===== config.mk =====
export PLATFORM = sky130hd
export DESIGN_NAME = acws_top
export DESIGN_NICKNAME = d
export VERILOG_FILES = /design/src/pkg/acws_pkg.sv /design/src/rtl/acws_cal_seq.sv /design/src/rtl/acws_serial_port.sv /design/src/rtl/acws_top.sv
export SDC_FILE = /design/constraint.sdc
export NUM_CORES = 1
export LEC_CHECK = 0
export ABC_AREA = 1
export ABC_CLOCK_PERIOD_IN_PS = 9250
export BUFFER_PORTS_ARGS = -buffer_cell sky130_fd_sc_hd__buf_4
export CAP_MARGIN = 5
export CORE_AREA = 5 5 166 168
export CTS_CLUSTER_SIZE = 40
export DETAILED_ROUTE_END_ITERATION = 8
export DIE_AREA = 0 0 171 173
export PLACE_DENSITY_LB_ADDON = 0.25
export SLEW_MARGIN = 25
export SYNTH_ARGS = -nofsm -noshare
export SYNTH_HDL_FRONTEND = slang
export SYNTH_SLANG_ARGS = --single-unit

===== constraint.sdc =====
create_clock -name ref_clk_i -period 9.25 [get_ports ref_clk_i]
set_input_delay 1.85 -clock ref_clk_i [delete_from_list [all_inputs] [get_ports ref_clk_i]]
set_output_delay 1.85 -clock ref_clk_i [all_outputs]
set_load 0.005 [all_outputs]

===== src/pkg/acws_pkg.sv =====
// shared constants of the converter control-word sequencer
package acws_pkg;
   // serial word lengths
   localparam logic [4:0] LEN_LONG  = 5'h18;
   localparam logic [4:0] LEN_SHORT = 5'h10;

   // configuration word field positions, msb first
   localparam int MODE_MSB  = 23;
   localparam int MODE_LSB  = 21;
   localparam int GAIN_MSB  = 20;
   localparam int GAIN_LSB  = 18;
   localparam int CHAN_POS  = 17;
   localparam int SLEEP_POS = 16;
   localparam int LEN_POS   = 15;
   localparam int BREAK_POS = 13;
   localparam int POL_POS   = 12;
   localparam int NOTCH_MSB = 11;

   // power-on value: normal mode, gain 1, low-level input, 16-bit, bipolar,
   // notch code 325 (near 60 Hz at a 10 MHz master clock)
   localparam logic [23:0] CFG_RST = 24'h000145;

   // operating mode codes
   localparam logic [2:0] MODE_NORMAL   = 3'h0;
   localparam logic [2:0] MODE_SELF     = 3'h1;
   localparam logic [2:0] MODE_SYS_ZERO = 3'h2;
   localparam logic [2:0] MODE_SYS_FULL = 3'h3;
   localparam logic [2:0] MODE_SYS_OFFS = 3'h4;
   localparam logic [2:0] MODE_BGND     = 3'h5;
   localparam logic [2:0] MODE_RW_ZERO  = 3'h6;
   localparam logic [2:0] MODE_RW_FULL  = 3'h7;

   // modulator input source codes
   localparam logic [1:0] SRC_CHAN  = 2'h0;
   localparam logic [1:0] SRC_SHORT = 2'h1;
   localparam logic [1:0] SRC_REF   = 2'h2;

   // word periods spent in each calibration measurement
   localparam logic [2:0] CAL_WORDS = 3'h3;

   // background calibration slot plan over six word periods
   localparam logic [2:0] BG_LAST      = 3'h5;
   localparam logic [2:0] BG_SLOT_OUT  = 3'h0;
   localparam logic [2:0] BG_SLOT_ZERO = 3'h2;
   localparam logic [2:0] BG_SLOT_FULL = 3'h4;

   // master clock cycles per notch code unit
   localparam int CLK_PER_CODE = 512;
endpackage


===== src/rtl/acws_cal_seq.sv =====
// calibration step sequencer for the foreground calibration modes
`timescale 1ns/1ps
module acws_cal_seq (
   input  wire logic       ref_clk_i,
   input  wire logic       sys_rst_i,
   input  wire logic       start_i,
   input  wire logic [2:0] mode_i,
   input  wire logic       tick_i,
   output logic [1:0]      src_o,
   output logic            upd_zero_o,
   output logic            upd_full_o,
   output logic            done_o,
   output logic            busy_o
);
   typedef enum logic [2:0] {
      CS_IDLE = 3'b001,
      CS_ZERO = 3'b010,
      CS_FULL = 3'b100
   } acws_cal_state_type;

   acws_cal_state_type state, next_state;
   logic [2:0] mode_q, next_mode_q, cnt, next_cnt;
   logic       next_upd_zero, next_upd_full, next_done;
   logic       two_point;

   // self and system offset calibrations measure both points in one go
   assign two_point = (mode_q == acws_pkg::MODE_SELF) || (mode_q == acws_pkg::MODE_SYS_OFFS);
   assign busy_o    = (state != CS_IDLE);

   // source follows the step: shorted/ref for self, channel for system except ref in the system offset full step
   always_comb begin
      case (state)
         CS_ZERO: src_o = (mode_q == acws_pkg::MODE_SELF) ? acws_pkg::SRC_SHORT
                                                           : acws_pkg::SRC_CHAN;
         CS_FULL: src_o = two_point ? acws_pkg::SRC_REF : acws_pkg::SRC_CHAN;
         default: src_o = acws_pkg::SRC_CHAN;
      endcase
   end

   // each step waits out settling words, then captures the last result
   always_comb begin
      next_state    = state;
      next_mode_q   = mode_q;
      next_cnt      = cnt;
      next_upd_zero = 1'b0;
      next_upd_full = 1'b0;
      next_done     = 1'b0;
      case (state)
         CS_IDLE: ;
         CS_ZERO: begin
            if (tick_i) begin
               next_cnt = cnt + 3'h1;
               if (cnt == acws_pkg::CAL_WORDS - 3'h1) begin
                  next_upd_zero = 1'b1;
                  next_cnt      = 3'h0;
                  if (two_point) begin
                     next_state = CS_FULL;
                  end else begin
                     next_state = CS_IDLE;           // first system step ends here
                     next_done  = 1'b1;
                  end
               end
            end
         end
         CS_FULL: begin
            if (tick_i) begin
               next_cnt = cnt + 3'h1;
               if (cnt == acws_pkg::CAL_WORDS - 3'h1) begin
                  next_upd_full = 1'b1;
                  next_cnt      = 3'h0;
                  next_state    = CS_IDLE;
                  next_done     = 1'b1;
               end
            end
         end
         default: next_state = CS_IDLE;
      endcase
      // a new calibration request restarts the sequence
      if (start_i) begin
         next_mode_q = mode_i;
         next_cnt    = 3'h0;
         next_state  = (mode_i == acws_pkg::MODE_SYS_FULL) ? CS_FULL : CS_ZERO;
      end
   end

   // register stage
   always_ff @(posedge ref_clk_i) begin
      if (sys_rst_i) begin
         state      <= CS_IDLE;
         mode_q     <= acws_pkg::MODE_NORMAL;
         cnt        <= 3'h0;
         upd_zero_o <= 1'b0;
         upd_full_o <= 1'b0;
         done_o     <= 1'b0;
      end else begin
         state      <= next_state;
         mode_q     <= next_mode_q;
         cnt        <= next_cnt;
         upd_zero_o <= next_upd_zero;
         upd_full_o <= next_upd_full;
         done_o     <= next_done;
      end
   end
endmodule // acws_cal_seq


===== src/rtl/acws_serial_port.sv =====
// bidirectional serial shifter with 24-bit write gating
`timescale 1ns/1ps
module acws_serial_port (
   input  wire logic        ref_clk_i,
   input  wire logic        sys_rst_i,
   input  wire logic        sclk_i,
   input  wire logic        sdata_i,
   input  wire logic        write_frame_n_i,
   input  wire logic        read_frame_n_i,
   input  wire logic [23:0] tx_word_i,
   input  wire logic [4:0]  rd_len_i,
   output logic             sdata_o,
   output logic             sdata_oe_o,
   output logic             wr_done_o,
   output logic             rd_done_o,
   output logic [23:0]      wr_word_o
);
   logic        sclk_q, wfrm_q, rfrm_q;
   logic        next_sclk_q, next_wfrm_q, next_rfrm_q;
   logic [4:0]  rx_cnt, tx_cnt, next_rx_cnt, next_tx_cnt;
   logic [23:0] tx_sh, next_tx_sh, next_wr_word;
   logic        next_sdata, next_oe, next_wr_done, next_rd_done;
   logic        rise, fall;

   assign rise = sclk_i & ~sclk_q;
   assign fall = ~sclk_i & sclk_q;

   // host drives data on falling edges, samples on rising ones
   always_comb begin
      next_sclk_q  = sclk_i;
      next_wfrm_q  = write_frame_n_i;
      next_rfrm_q  = read_frame_n_i;
      next_rx_cnt  = rx_cnt;
      next_wr_word = wr_word_o;
      next_tx_cnt  = tx_cnt;
      next_tx_sh   = tx_sh;
      next_sdata   = sdata_o;
      next_oe      = sdata_oe_o;
      next_wr_done = 1'b0;
      next_rd_done = 1'b0;
      if (!write_frame_n_i && wfrm_q) begin
         next_rx_cnt = 5'h00;
      end else if (!write_frame_n_i && rise && rx_cnt < acws_pkg::LEN_LONG) begin
         next_wr_word = {wr_word_o[22:0], sdata_i};
         next_rx_cnt  = rx_cnt + 5'h01;   // clocks past the 24th are dropped
      end
      // only a complete word is handed on; short frames vanish
      if (write_frame_n_i && !wfrm_q && rx_cnt == acws_pkg::LEN_LONG) begin
         next_wr_done = 1'b1;
      end
      if (!read_frame_n_i && rfrm_q) begin
         next_tx_sh  = tx_word_i;
         next_tx_cnt = 5'h00;
         next_oe     = 1'b1;
         next_sdata  = tx_word_i[23];
      end else if (!read_frame_n_i) begin
         if (rise && tx_cnt < rd_len_i) begin
            next_tx_cnt  = tx_cnt + 5'h01;
            next_rd_done = (tx_cnt + 5'h01 == rd_len_i);
         end
         if (fall && tx_cnt < rd_len_i) begin
            next_tx_sh = {tx_sh[22:0], 1'b0};
            next_sdata = tx_sh[22];
         end
      end else begin
         next_oe = 1'b0;
      end
   end

   // register stage
   always_ff @(posedge ref_clk_i) begin
      if (sys_rst_i) begin
         sclk_q     <= 1'b0;
         wfrm_q     <= 1'b1;
         rfrm_q     <= 1'b1;
         rx_cnt     <= 5'h00;
         tx_cnt     <= 5'h00;
         tx_sh      <= 24'h000000;
         wr_word_o  <= 24'h000000;
         sdata_o    <= 1'b0;
         sdata_oe_o <= 1'b0;
         wr_done_o  <= 1'b0;
         rd_done_o  <= 1'b0;
      end else begin
         sclk_q     <= next_sclk_q;
         wfrm_q     <= next_wfrm_q;
         rfrm_q     <= next_rfrm_q;
         rx_cnt     <= next_rx_cnt;
         tx_cnt     <= next_tx_cnt;
         tx_sh      <= next_tx_sh;
         wr_word_o  <= next_wr_word;
         sdata_o    <= next_sdata;
         sdata_oe_o <= next_oe;
         wr_done_o  <= next_wr_done;
         rd_done_o  <= next_rd_done;
      end
   end
endmodule // acws_serial_port


===== src/rtl/acws_top.sv =====
// control-word decode, calibration and serial access of the converter
`timescale 1ns/1ps
module acws_top #(
   parameter int CLK_PER_CODE = acws_pkg::CLK_PER_CODE
) (
   input  wire logic        ref_clk_i,
   input  wire logic        sys_rst_i,
   input  wire logic        sclk_i,
   input  wire logic        sdata_i,
   input  wire logic        write_frame_n_i,
   input  wire logic        read_frame_n_i,
   input  wire logic        target_select_i,
   input  wire logic [23:0] conv_word_i,
   output logic             sdata_o,
   output logic             sdata_oe_o,
   output logic             word_ready_n_o,
   output logic             conv_strobe_o,
   output logic [1:0]       meas_source_o,
   output logic             channel_select_o,
   output logic [7:0]       gain_o,
   output logic             sleep_request_o,
   output logic             output_length_select_o,
   output logic             sensor_break_current_o,
   output logic             unipolar_o,
   output logic [11:0]      notch_code_o,
   output logic             cal_busy_o
);
   // pin synchronisers: {target, read frame, write frame, data, clock}
   logic [4:0] sync1, sync2;

   always_ff @(posedge ref_clk_i) begin
      if (sys_rst_i) begin
         sync1 <= 5'h0c;
         sync2 <= 5'h0c;
      end else begin
         sync1 <= {target_select_i, read_frame_n_i, write_frame_n_i, sdata_i, sclk_i};
         sync2 <= sync1;
      end
   end

   logic        tsel;
   logic        wr_done, rd_done;
   logic [23:0] wr_word;
   logic [23:0] tx_word;
   logic [4:0]  rd_len;

   assign tsel = sync2[4];

   // configuration and coefficient state
   logic [23:0] cfg, next_cfg;
   logic [23:0] zs_coef [2];
   logic [23:0] fs_coef [2];
   logic [23:0] next_zs [2];
   logic [23:0] next_fs [2];
   logic [23:0] data_word, next_data_word;
   logic        ready_n, next_ready_n;
   logic [21:0] div_cnt, next_div_cnt;
   logic [2:0]  bg_slot, next_bg_slot;

   // decoded fields
   logic [2:0]  mode;
   logic        chan;
   logic        wlen;
   logic [11:0] notch;

   assign mode  = cfg[acws_pkg::MODE_MSB:acws_pkg::MODE_LSB];
   assign chan  = cfg[acws_pkg::CHAN_POS];
   assign wlen  = cfg[acws_pkg::LEN_POS];
   assign notch = cfg[acws_pkg::NOTCH_MSB:0];

   logic        coef_mode;
   logic        bg_mode;
   logic        sleep;
   logic        tick;
   logic        cal_start;
   logic [1:0]  cal_src;
   logic        cal_upd_zero, cal_upd_full, cal_done, cal_busy;
   logic        word_avail;
   logic [21:0] period;
   logic [31:0] period_full;

   assign coef_mode = (mode == acws_pkg::MODE_RW_ZERO) || (mode == acws_pkg::MODE_RW_FULL);
   assign bg_mode   = (mode == acws_pkg::MODE_BGND);
   assign sleep     = cfg[acws_pkg::SLEEP_POS];

   // word period is the notch code times the per-code prescale
   assign period_full = 32'(CLK_PER_CODE) * {20'h00000, notch};
   assign period      = period_full[21:0];
   assign tick        = ~sleep && (div_cnt >= period - 22'h000001);   // sleep freezes the word timer

   // a configuration write holding a foreground calibration code kicks off the sequencer
   assign cal_start = wr_done && !tsel &&
                      (wr_word[acws_pkg::MODE_MSB:acws_pkg::MODE_LSB] >= acws_pkg::MODE_SELF) &&
                      (wr_word[acws_pkg::MODE_MSB:acws_pkg::MODE_LSB] <= acws_pkg::MODE_SYS_OFFS);

   // one output word per six periods in background mode
   assign word_avail = tick && !cal_busy && (!bg_mode || bg_slot == acws_pkg::BG_SLOT_OUT);

   // read source: config with target low, else data or a coefficient
   always_comb begin
      if (!tsel) begin
         tx_word = cfg;
      end else if (mode == acws_pkg::MODE_RW_ZERO) begin
         tx_word = zs_coef[chan];
      end else if (mode == acws_pkg::MODE_RW_FULL) begin
         tx_word = fs_coef[chan];
      end else begin
         tx_word = data_word;
      end
   end

   // data reads honour the length bit, every other transfer is 24 bits
   assign rd_len = (tsel && !coef_mode && !wlen) ? acws_pkg::LEN_SHORT
                                              : acws_pkg::LEN_LONG;

   acws_serial_port u_port (
      .ref_clk_i       (ref_clk_i),
      .sys_rst_i       (sys_rst_i),
      .sclk_i          (sync2[0]),
      .sdata_i         (sync2[1]),
      .write_frame_n_i (sync2[2]),
      .read_frame_n_i  (sync2[3]),
      .tx_word_i       (tx_word),
      .rd_len_i        (rd_len),
      .sdata_o         (sdata_o),
      .sdata_oe_o      (sdata_oe_o),
      .wr_done_o       (wr_done),
      .rd_done_o       (rd_done),
      .wr_word_o       (wr_word)
   );

   acws_cal_seq u_cal (
      .ref_clk_i  (ref_clk_i),
      .sys_rst_i  (sys_rst_i),
      .start_i    (cal_start),
      .mode_i     (wr_word[acws_pkg::MODE_MSB:acws_pkg::MODE_LSB]),
      .tick_i     (tick),
      .src_o      (cal_src),
      .upd_zero_o (cal_upd_zero),
      .upd_full_o (cal_upd_full),
      .done_o     (cal_done),
      .busy_o     (cal_busy)
   );

   // core state: a host write lands after the auto-clear so it is never lost
   always_comb begin
      next_cfg       = cfg;
      next_zs        = zs_coef;
      next_fs        = fs_coef;
      next_data_word = data_word;
      next_ready_n   = ready_n;
      next_div_cnt   = tick ? 22'h000000 : div_cnt + 22'h000001;
      next_bg_slot   = bg_slot;
      if (sleep) begin
         next_div_cnt = div_cnt;
      end
      // mode field returns to normal at the end of each calibration
      if (cal_done) begin
         next_cfg[acws_pkg::MODE_MSB:acws_pkg::MODE_LSB] = acws_pkg::MODE_NORMAL;
      end
      if (wr_done && !tsel) begin
         next_cfg = wr_word;
      end
      // foreground calibration results
      if (cal_upd_zero) begin
         next_zs[chan] = conv_word_i;
      end
      if (cal_upd_full) begin
         next_fs[chan] = conv_word_i;
      end
      // background slots rotate and refresh coefficients unattended
      if (bg_mode && tick && !cal_busy) begin
         next_bg_slot = (bg_slot == acws_pkg::BG_LAST) ? 3'h0 : bg_slot + 3'h1;
         if (bg_slot == acws_pkg::BG_SLOT_ZERO) begin
            next_zs[chan] = conv_word_i;
         end
         if (bg_slot == acws_pkg::BG_SLOT_FULL) begin
            next_fs[chan] = conv_word_i;
         end
      end else if (!bg_mode) begin
         next_bg_slot = acws_pkg::BG_SLOT_OUT;
      end
      // host coefficient writes only arrive as full 24-bit words
      if (wr_done && tsel && mode == acws_pkg::MODE_RW_ZERO) begin
         next_zs[chan] = wr_word;
      end
      if (wr_done && tsel && mode == acws_pkg::MODE_RW_FULL) begin
         next_fs[chan] = wr_word;
      end
      if (word_avail) begin
         next_data_word = conv_word_i;
      end
      // ready rises after a whole data word; a new event in the same cycle wins
      if (rd_done && tsel && !coef_mode) begin
         next_ready_n = 1'b1;
      end
      if (word_avail || cal_done) begin
         next_ready_n = 1'b0;
      end
   end

   // register stage for core state
   always_ff @(posedge ref_clk_i) begin
      if (sys_rst_i) begin
         cfg        <= acws_pkg::CFG_RST;
         zs_coef[0] <= 24'h000000;
         zs_coef[1] <= 24'h000000;
         fs_coef[0] <= 24'h000000;
         fs_coef[1] <= 24'h000000;
         data_word  <= 24'h000000;
         ready_n    <= 1'b1;
         div_cnt    <= 22'h000000;
         bg_slot    <= 3'h0;
      end else begin
         cfg       <= next_cfg;
         zs_coef   <= next_zs;
         fs_coef   <= next_fs;
         data_word <= next_data_word;
         ready_n   <= next_ready_n;
         div_cnt   <= next_div_cnt;
         bg_slot   <= next_bg_slot;
      end
   end

   // output decode, registered so every pin comes from a flop
   logic [1:0]  next_src;
   logic [7:0]  next_gain;

   always_comb begin
      next_gain = 8'h01 << cfg[acws_pkg::GAIN_MSB:acws_pkg::GAIN_LSB];
      if (cal_busy) begin
         next_src = cal_src;
      end else if (bg_mode && bg_slot == acws_pkg::BG_SLOT_ZERO) begin
         next_src = acws_pkg::SRC_SHORT;
      end else if (bg_mode && bg_slot == acws_pkg::BG_SLOT_FULL) begin
         next_src = acws_pkg::SRC_REF;
      end else begin
         next_src = acws_pkg::SRC_CHAN;
      end
   end

   // output registers; decode lags the config register by one cycle
   always_ff @(posedge ref_clk_i) begin
      if (sys_rst_i) begin
         word_ready_n_o         <= 1'b1;
         conv_strobe_o          <= 1'b0;
         meas_source_o          <= acws_pkg::SRC_CHAN;
         channel_select_o       <= 1'b0;
         gain_o                 <= 8'h01;
         sleep_request_o        <= 1'b0;
         output_length_select_o <= 1'b0;
         sensor_break_current_o <= 1'b0;
         unipolar_o             <= 1'b0;
         notch_code_o           <= acws_pkg::CFG_RST[acws_pkg::NOTCH_MSB:0];
         cal_busy_o             <= 1'b0;
      end else begin
         word_ready_n_o         <= next_ready_n;
         conv_strobe_o          <= tick;
         meas_source_o          <= next_src;
         channel_select_o       <= chan;
         gain_o                 <= next_gain;
         sleep_request_o        <= sleep;
         output_length_select_o <= wlen;
         sensor_break_current_o <= cfg[acws_pkg::BREAK_POS];
         unipolar_o             <= cfg[acws_pkg::POL_POS];
         notch_code_o           <= notch;
         cal_busy_o             <= cal_busy;
      end
   end
endmodule // acws_top


-- After elaboration in Yosys (flattened, before gate mapping)
Cells that the tools add are included.
- register bits after elaboration: 285
- word-level logic and storage cells: 206
- add/subtract/negate cells: 6
- order comparisons: 7
- equal/unequal tests: 23
- shift-type cells: 1
- multiplexer cells: 64
- bitwise gates (word level): 11
- reduce and logical (&&, ||, !) cells: 55
- operator list (kind ; number):
    $mux W48 ; 8
    $bwmux W48 ; 6
    $mux W24 ; 11
    $mux W23 ; 3
    $mux W3 ; 12
    $logic_and A1 B1 Y1 ; 26
    $demux W24 S1 ; 1
    $add A22 B1 Y22 const B ; 1
    $ge A22 B22 Y1 ; 1
    $mux W22 ; 1
    $sub A21 B1 Y22 const B ; 1
    $eq A3 B3 Y1 const B ; 7
    $mux W1 ; 14
    $eq A3 B2 Y1 const B ; 4
    $reduce_or A2 Y1 ; 6
    $add A5 B1 Y5 const B ; 2
    $pmux W3 S3 ; 1
    $logic_not A1 Y1 ; 8
    $mux W2 ; 4
    $not A1 Y1 ; 8
    $reduce_and A2 Y1 ; 4
    $reduce_bool A2 Y1 ; 4
    $shl A1 B3 Y8 const A ; 1
    $add A3 B1 Y3 const B ; 2
    other kinds (23) ; 31

-- Longest topological paths before layout
- depth in word-level cells: 12
- gate-level depth with buffers: 23
- depth with buffers taken out: 22

-- By module
A second synthesis with hierarchy kept.
- cells, all modules: 2901
- area total of the unflattened synthesis: 17738.3 um^2
- by module, submodules not included (module ; times used ; cells each ; area each (um^2) ; sequential area each (um^2)):
    acws_top ; 1 ; 2402 ; 14219.9 ; 4184.0
    acws_serial_port ; 1 ; 415 ; 2915.3 ; 1281.2
    acws_cal_seq ; 1 ; 84 ; 603.1 ; 240.2

-- Worst setup path before layout
Ideal clock, no wire load.
- path kind: input to register
- start: input sys_rst_i
- end: register data_word[20]
- library setup time: 0.070 ns
- data arrival time: 2.892 ns
- data required time: 9.180 ns
- slack: 6.288 ns
- stages on the path: 6
- buffers on the path: 3
- path through: clkbuf_1 > inv_1 > clkbuf_1 > buf_1 > o21ai_0 > a21oi_1
- RTL lines (what ; line ; source):
    start: declaration ; acws_top.sv:7 ; input wire logic sys_rst_i,
    end signal: assignment ; acws_top.sv:218 ; data_word <= next_data_word;
    end: declaration ; acws_top.sv:55 ; logic [23:0] data_word, next_data_word;

-- Worst setup path in the final report
- start: register cfg[0]
- end: register fs_coef[41] (netlist bit)
- cells in the longest elaborated chain, start to end: 8
- ends and longest elaborated chain (what ; line ; source):
    start: declaration ; acws_top.sv:50 ; logic [23:0] cfg, next_cfg;
    start signal: assignment ; acws_top.sv:205 ; cfg <= acws_pkg::CFG_RST;
    start signal: assignment ; acws_top.sv:215 ; cfg <= next_cfg;
    $sub A21 B1 Y22 (*) ; acws_top.sv:89 ; assign tick = ~sleep && (div_cnt >= period - 22'h000001);
    $ge A22 B22 Y1 (*) ; acws_top.sv:89 ;
    $logic_and A1 B1 Y1 (*) ; acws_top.sv:89 ;
    $logic_and A1 B1 Y1 (*) (2 in a row) ; acws_top.sv:172 ; if (bg_mode && tick && !cal_busy) begin
    $mux W48 (*) ; acws_top.sv:172 ;
    $bwmux W48 ; acws_top.sv:188 ; next_fs[chan] = wr_word;
    $mux W48 (*) ; acws_top.sv:187 ; if (wr_done && tsel && mode == acws_pkg::MODE_RW_FULL) begin
    end signal: assignment ; acws_top.sv:217 ; fs_coef <= next_fs;
    end: declaration ; acws_top.sv:52 ; logic [23:0] fs_coef [2];
Mark *: on every way between the ends. The rest lies on a longest branch, timed or not.
A chain may end at the register's enable or synchronous reset.

==> reports/qor.csv <==
stage;metric;value;unit
timing;whs;0.408;ns
cells_and_area;fin_util;69.7;%
placement;place_inst;2962;
grt;gr-usage-met3;6.51;%
setup_path;crit_arrival;5.50;ns
synthesis;synth_common_cells;nand2_1 (888), o21ai_0 (369), inv_1 (330), dfxtp_1 (285), a21oi_1 (203);
routing;drc;0;
clock_tree;cts_buffers;30;
synthesis;synth_top_family_by_area;simple AND/OR/NAND/NOR gates;
clock_tree;clock_tree.buffer_depth;3;
placement;place_congestion;0.955;
grt;track_usage;34.3;%
grt;antenna_found_initial;1;
clock_tree;htree_levels;1;
routing;vias_per_cell;5.92;
grt;grt_use_met1;45.5;%
floorplanning;die_w;171;um
clock_tree;tritoncts;built;
hold_path;hold_path_end;sync2[2];
cells_and_area;fillers;2247;
timing;slew_viol_final;0;
hold_path;min_path_type;reg2reg;
floorplanning;die_area;29600;um2
hold_path;hp-start;sync1[2];
synthesis;synth_compound_area_share;20.5;%
pwr;swShare;23.2;%
synthesis;synth_mux_area_share;0.311;%
pwr;p_per_area;150;nW/um2
synthesis;avgSynthCellArea;6.11;um2
pwr;vdd_ir_drop_max;0.170;mV
setup_path;critPathLaunch;cfg[0];
cells_and_area;syn_to_final_growth;8.79;%
setup_path;critPathTopFamily;buffers and inverters;
synthesis;synth_xor_area_share;1.01;%
timing;tns;0;ns
timing;rsz0062_at_grt;false;
synthesis;synth_area_leaders;dfxtp_1 (35%), nand2_1 (20%), o21ai_0 (11%), inv_1 (7.5%), a21oi_1 (6.2%);
routing;post_drt_wl_per_cell;17.6;um
floorplanning;die_y;173;um
timing;min_period;5.04;ns
grt;first_global_vias;16430;
timing;period_share;54.5;%
floorplanning;start_util;64.1;%
floorplanning;fp.coreArea;25800;um2
synthesis;synth_top_area_share;34.6;%
grt;use_met2;53.3;%
status;status;complete, no violations;
cells_and_area;layout-drive-gt1-share;6.41;%
timing;setup_viol;0;
routing;vias;17878;
routing;drtAntennaViolNets;0;
setup_path;r2r-start;cfg[0];
clock_tree;hold_buffers;0;
pwr;p_leak;8.15;nW
setup_path;worstPathRequired;9.70;ns
routing;drt_iter0_markers;2782;
timing;tightestPinTransition;1.10;ns
timing;max_slew_margin;26.1;%
synthesis;synth_edf_count;0;
pwr;sequentialPowerShare;46.5;%
clock_tree;cts_sinks;285;
cells_and_area;seq_area;5710;um2
synthesis;yosysWarnings;0;
setup_path;slowest_stage;buf_4;
grt;grt_max_degree;99;
pwr;p_int;2.06;mW
synthesis;synth_simple_gate_area_share;30.0;%
setup_path;crit_path_end_kind;flop;
grt;grt-busiest-layer;met2;
synthesis;synth_nets;2750;
floorplanning;fp-row-count;59;
timing;clock-skew-final;0.0116;ns
clock_tree;postCtsSetupRepairBufs;0;
synthesis;async_flop_share;0;%
clock_tree;clk_pin_slew_worst_paths;0.06;ns
pwr;p_switching;623;uW
cells_and_area;final_cell_count_no_fill;3019;
grt;grt_pass1_wl;84100;um
flow_run;drv_cap;0;
clock_tree;insertion_delay;0.57;ns
setup_path;critPathKind;reg2reg;
setup_path;r2r_slack;4.21;ns
setup_path;cpMostUsedCell;nand2_1;
grt;overflow;0;
pwr;clock_power_share;48.8;%
synthesis;yosysSeqAreaShare;34.6;%
synthesis;yosys_most_used_dff;dfxtp_1;
cells_and_area;multi_input_area;8800;um2
clock_tree;cts-root-buf;clkbuf_16;
synthesis;synth_adder_area_share;1.44;%
setup_path;reg2reg_depth;23;
timing;fin_ws;4.21;ns
setup_path;path_max_fanout;83;
setup_path;crit_chain;inv_1 > ha_1 > nand3_1 > nor4_1 > nand2_1 > nor2_1 > nand2_1 > xor2_1 > ha_1 > nand2_1 > nor2_2 > nand3_1 > nand2_1 > nor2_1 > nand3_2 > nand3_2 > buf_4 > inv_2 > buf_4 > nand2_1 > nand3_1 > nand3_1 > inv_1;
setup_path;r2r_end;fs_coef[41];
floorplanning;num_io_pins;63;
timing;fmax;198;MHz
pwr;comb_power_share;4.7;%
setup_path;crit_buf_inv;5;
cells_and_area;nNetsFinal;2709;
routing;drt_pass1_iterations;6;
synthesis;ys_types;44;
synthesis;ys_ff_latch;285;
synthesis;syn_area;16500;um2
hold_path;hold_path_depth;1;
setup_path;cp.depth;23;
placement;place_hpwl;32300;um
clock_tree;ctsResizeCount;0;
routing;wirelength;53000;um
synthesis;yosysMostFrequentCell;nand2_1;
timing;finalHoldViolations;0;
setup_path;crit_path_start_kind;flop;
setup_path;max_stage_delay;0.77;ns
synthesis;synth_top_area_cell;dfxtp_1;
placement;io_buffer_count;62;
placement;post-place-ws;4.45;ns
synthesis;synth_cells;2700;
-- metal layers --
metal	share of wire, %	vias up
met1	39	8002
met2	44	1111
met4	5.4	0
met3	12	220
li1	-	8545
met5	0	-
-- worst max-delay path by stage --
stage                          to  slack, ns
floorplan           data_word[20]       6.29
global placement      fs_coef[44]       4.63
detailed placement    fs_coef[41]       4.45
CTS                   fs_coef[24]       4.40
global route          fs_coef[43]       3.95
finish                fs_coef[41]       4.21
-- layout make-up --
class / count / area share (%)
diodes: 1 / 0.0139
clock buffers: 42 / 4.99
clock inverters: 14 / 1.04
inverters: 339 / 7.09
multi-input cells: 1914 / 49.0
flip-flops and latches: 285 / 31.8
well taps: 335 / 2.33
repair buffers: 89 / 3.72
-- placed cells by master (no fill, tap or decap), types with 19 or more instances in the layout --
master	n
ha_1	19
dfxtp_1	284
nor2_1	134
o21ai_0	369
inv_1	327
nand2_1	888
a21oi_1	203
nor3_1	50
clkbuf_16	30
o2111ai_1	23
nand3_1	115
buf_4	89
-- registers in the layout (all words and copies together), names as in the netlist, 5 cells and up --
register / count
cfg: 24
data_word: 24
div_cnt: 22
fs_coef: 48
gain_o: 8
notch_code_o: 12
sync1: 5
sync2: 5
u_port.rx_cnt: 5
u_port.tx_cnt: 5
u_port.tx_sh: 23
u_port.wr_word_o: 24
zs_coef: 48
-- cells by family (layout without fill, tap and decap cells) --
kind of cell             Yosys count  count (layout)
other                              0               1
AO/OA/AOI/OAI                    643             643
XOR/XNOR                          19              19
multiplexers                       5               5
AND/OR/NAND/NOR                 1228            1228
buffers and inverters            501             484
adder cells (fa/ha/maj)           19              19
flip-flops                       285             285
-- metrics by stage --
stage,total power [mW],cell area [um2]
CTS,2.69,18000
global placement,1.39,16900
global route,2.75,18000
floorplan,1.35,16500
detailed placement,1.40,16900
finish,2.69,18000
-- power groups by stage --
stage | Clock, mW | Combinational (mW) | Sequential [mW]
global route | 1.37 | 0.137 | 1.25
floorplan | 0 | 0.0738 | 1.28
detailed placement | 0 | 0.120 | 1.28
finish | 1.31 | 0.125 | 1.25
global placement | 0 | 0.117 | 1.28
CTS | 1.31 | 0.122 | 1.25
-- worst register-to-register path: stages, from the launching register on --
cell and delay (ns):
dfxtp_1 0.33, inv_1 0.14, ha_1 0.21, nand3_1 0.16
nor4_1 0.29, nand2_1 0.09, nor2_1 0.19, nand2_1 0.09
xor2_1 0.16, ha_1 0.30, nand2_1 0.08, nor2_2 0.05
nand3_1 0.07, nand2_1 0.06, nor2_1 0.11, nand3_2 0.13
nand3_2 0.08, buf_4 0.77, inv_2 0.63, buf_4 0.55
nand2_1 0.20, nand3_1 0.08, nand3_1 0.11, inv_1 0.06
(Power assumes the default switching activity.)
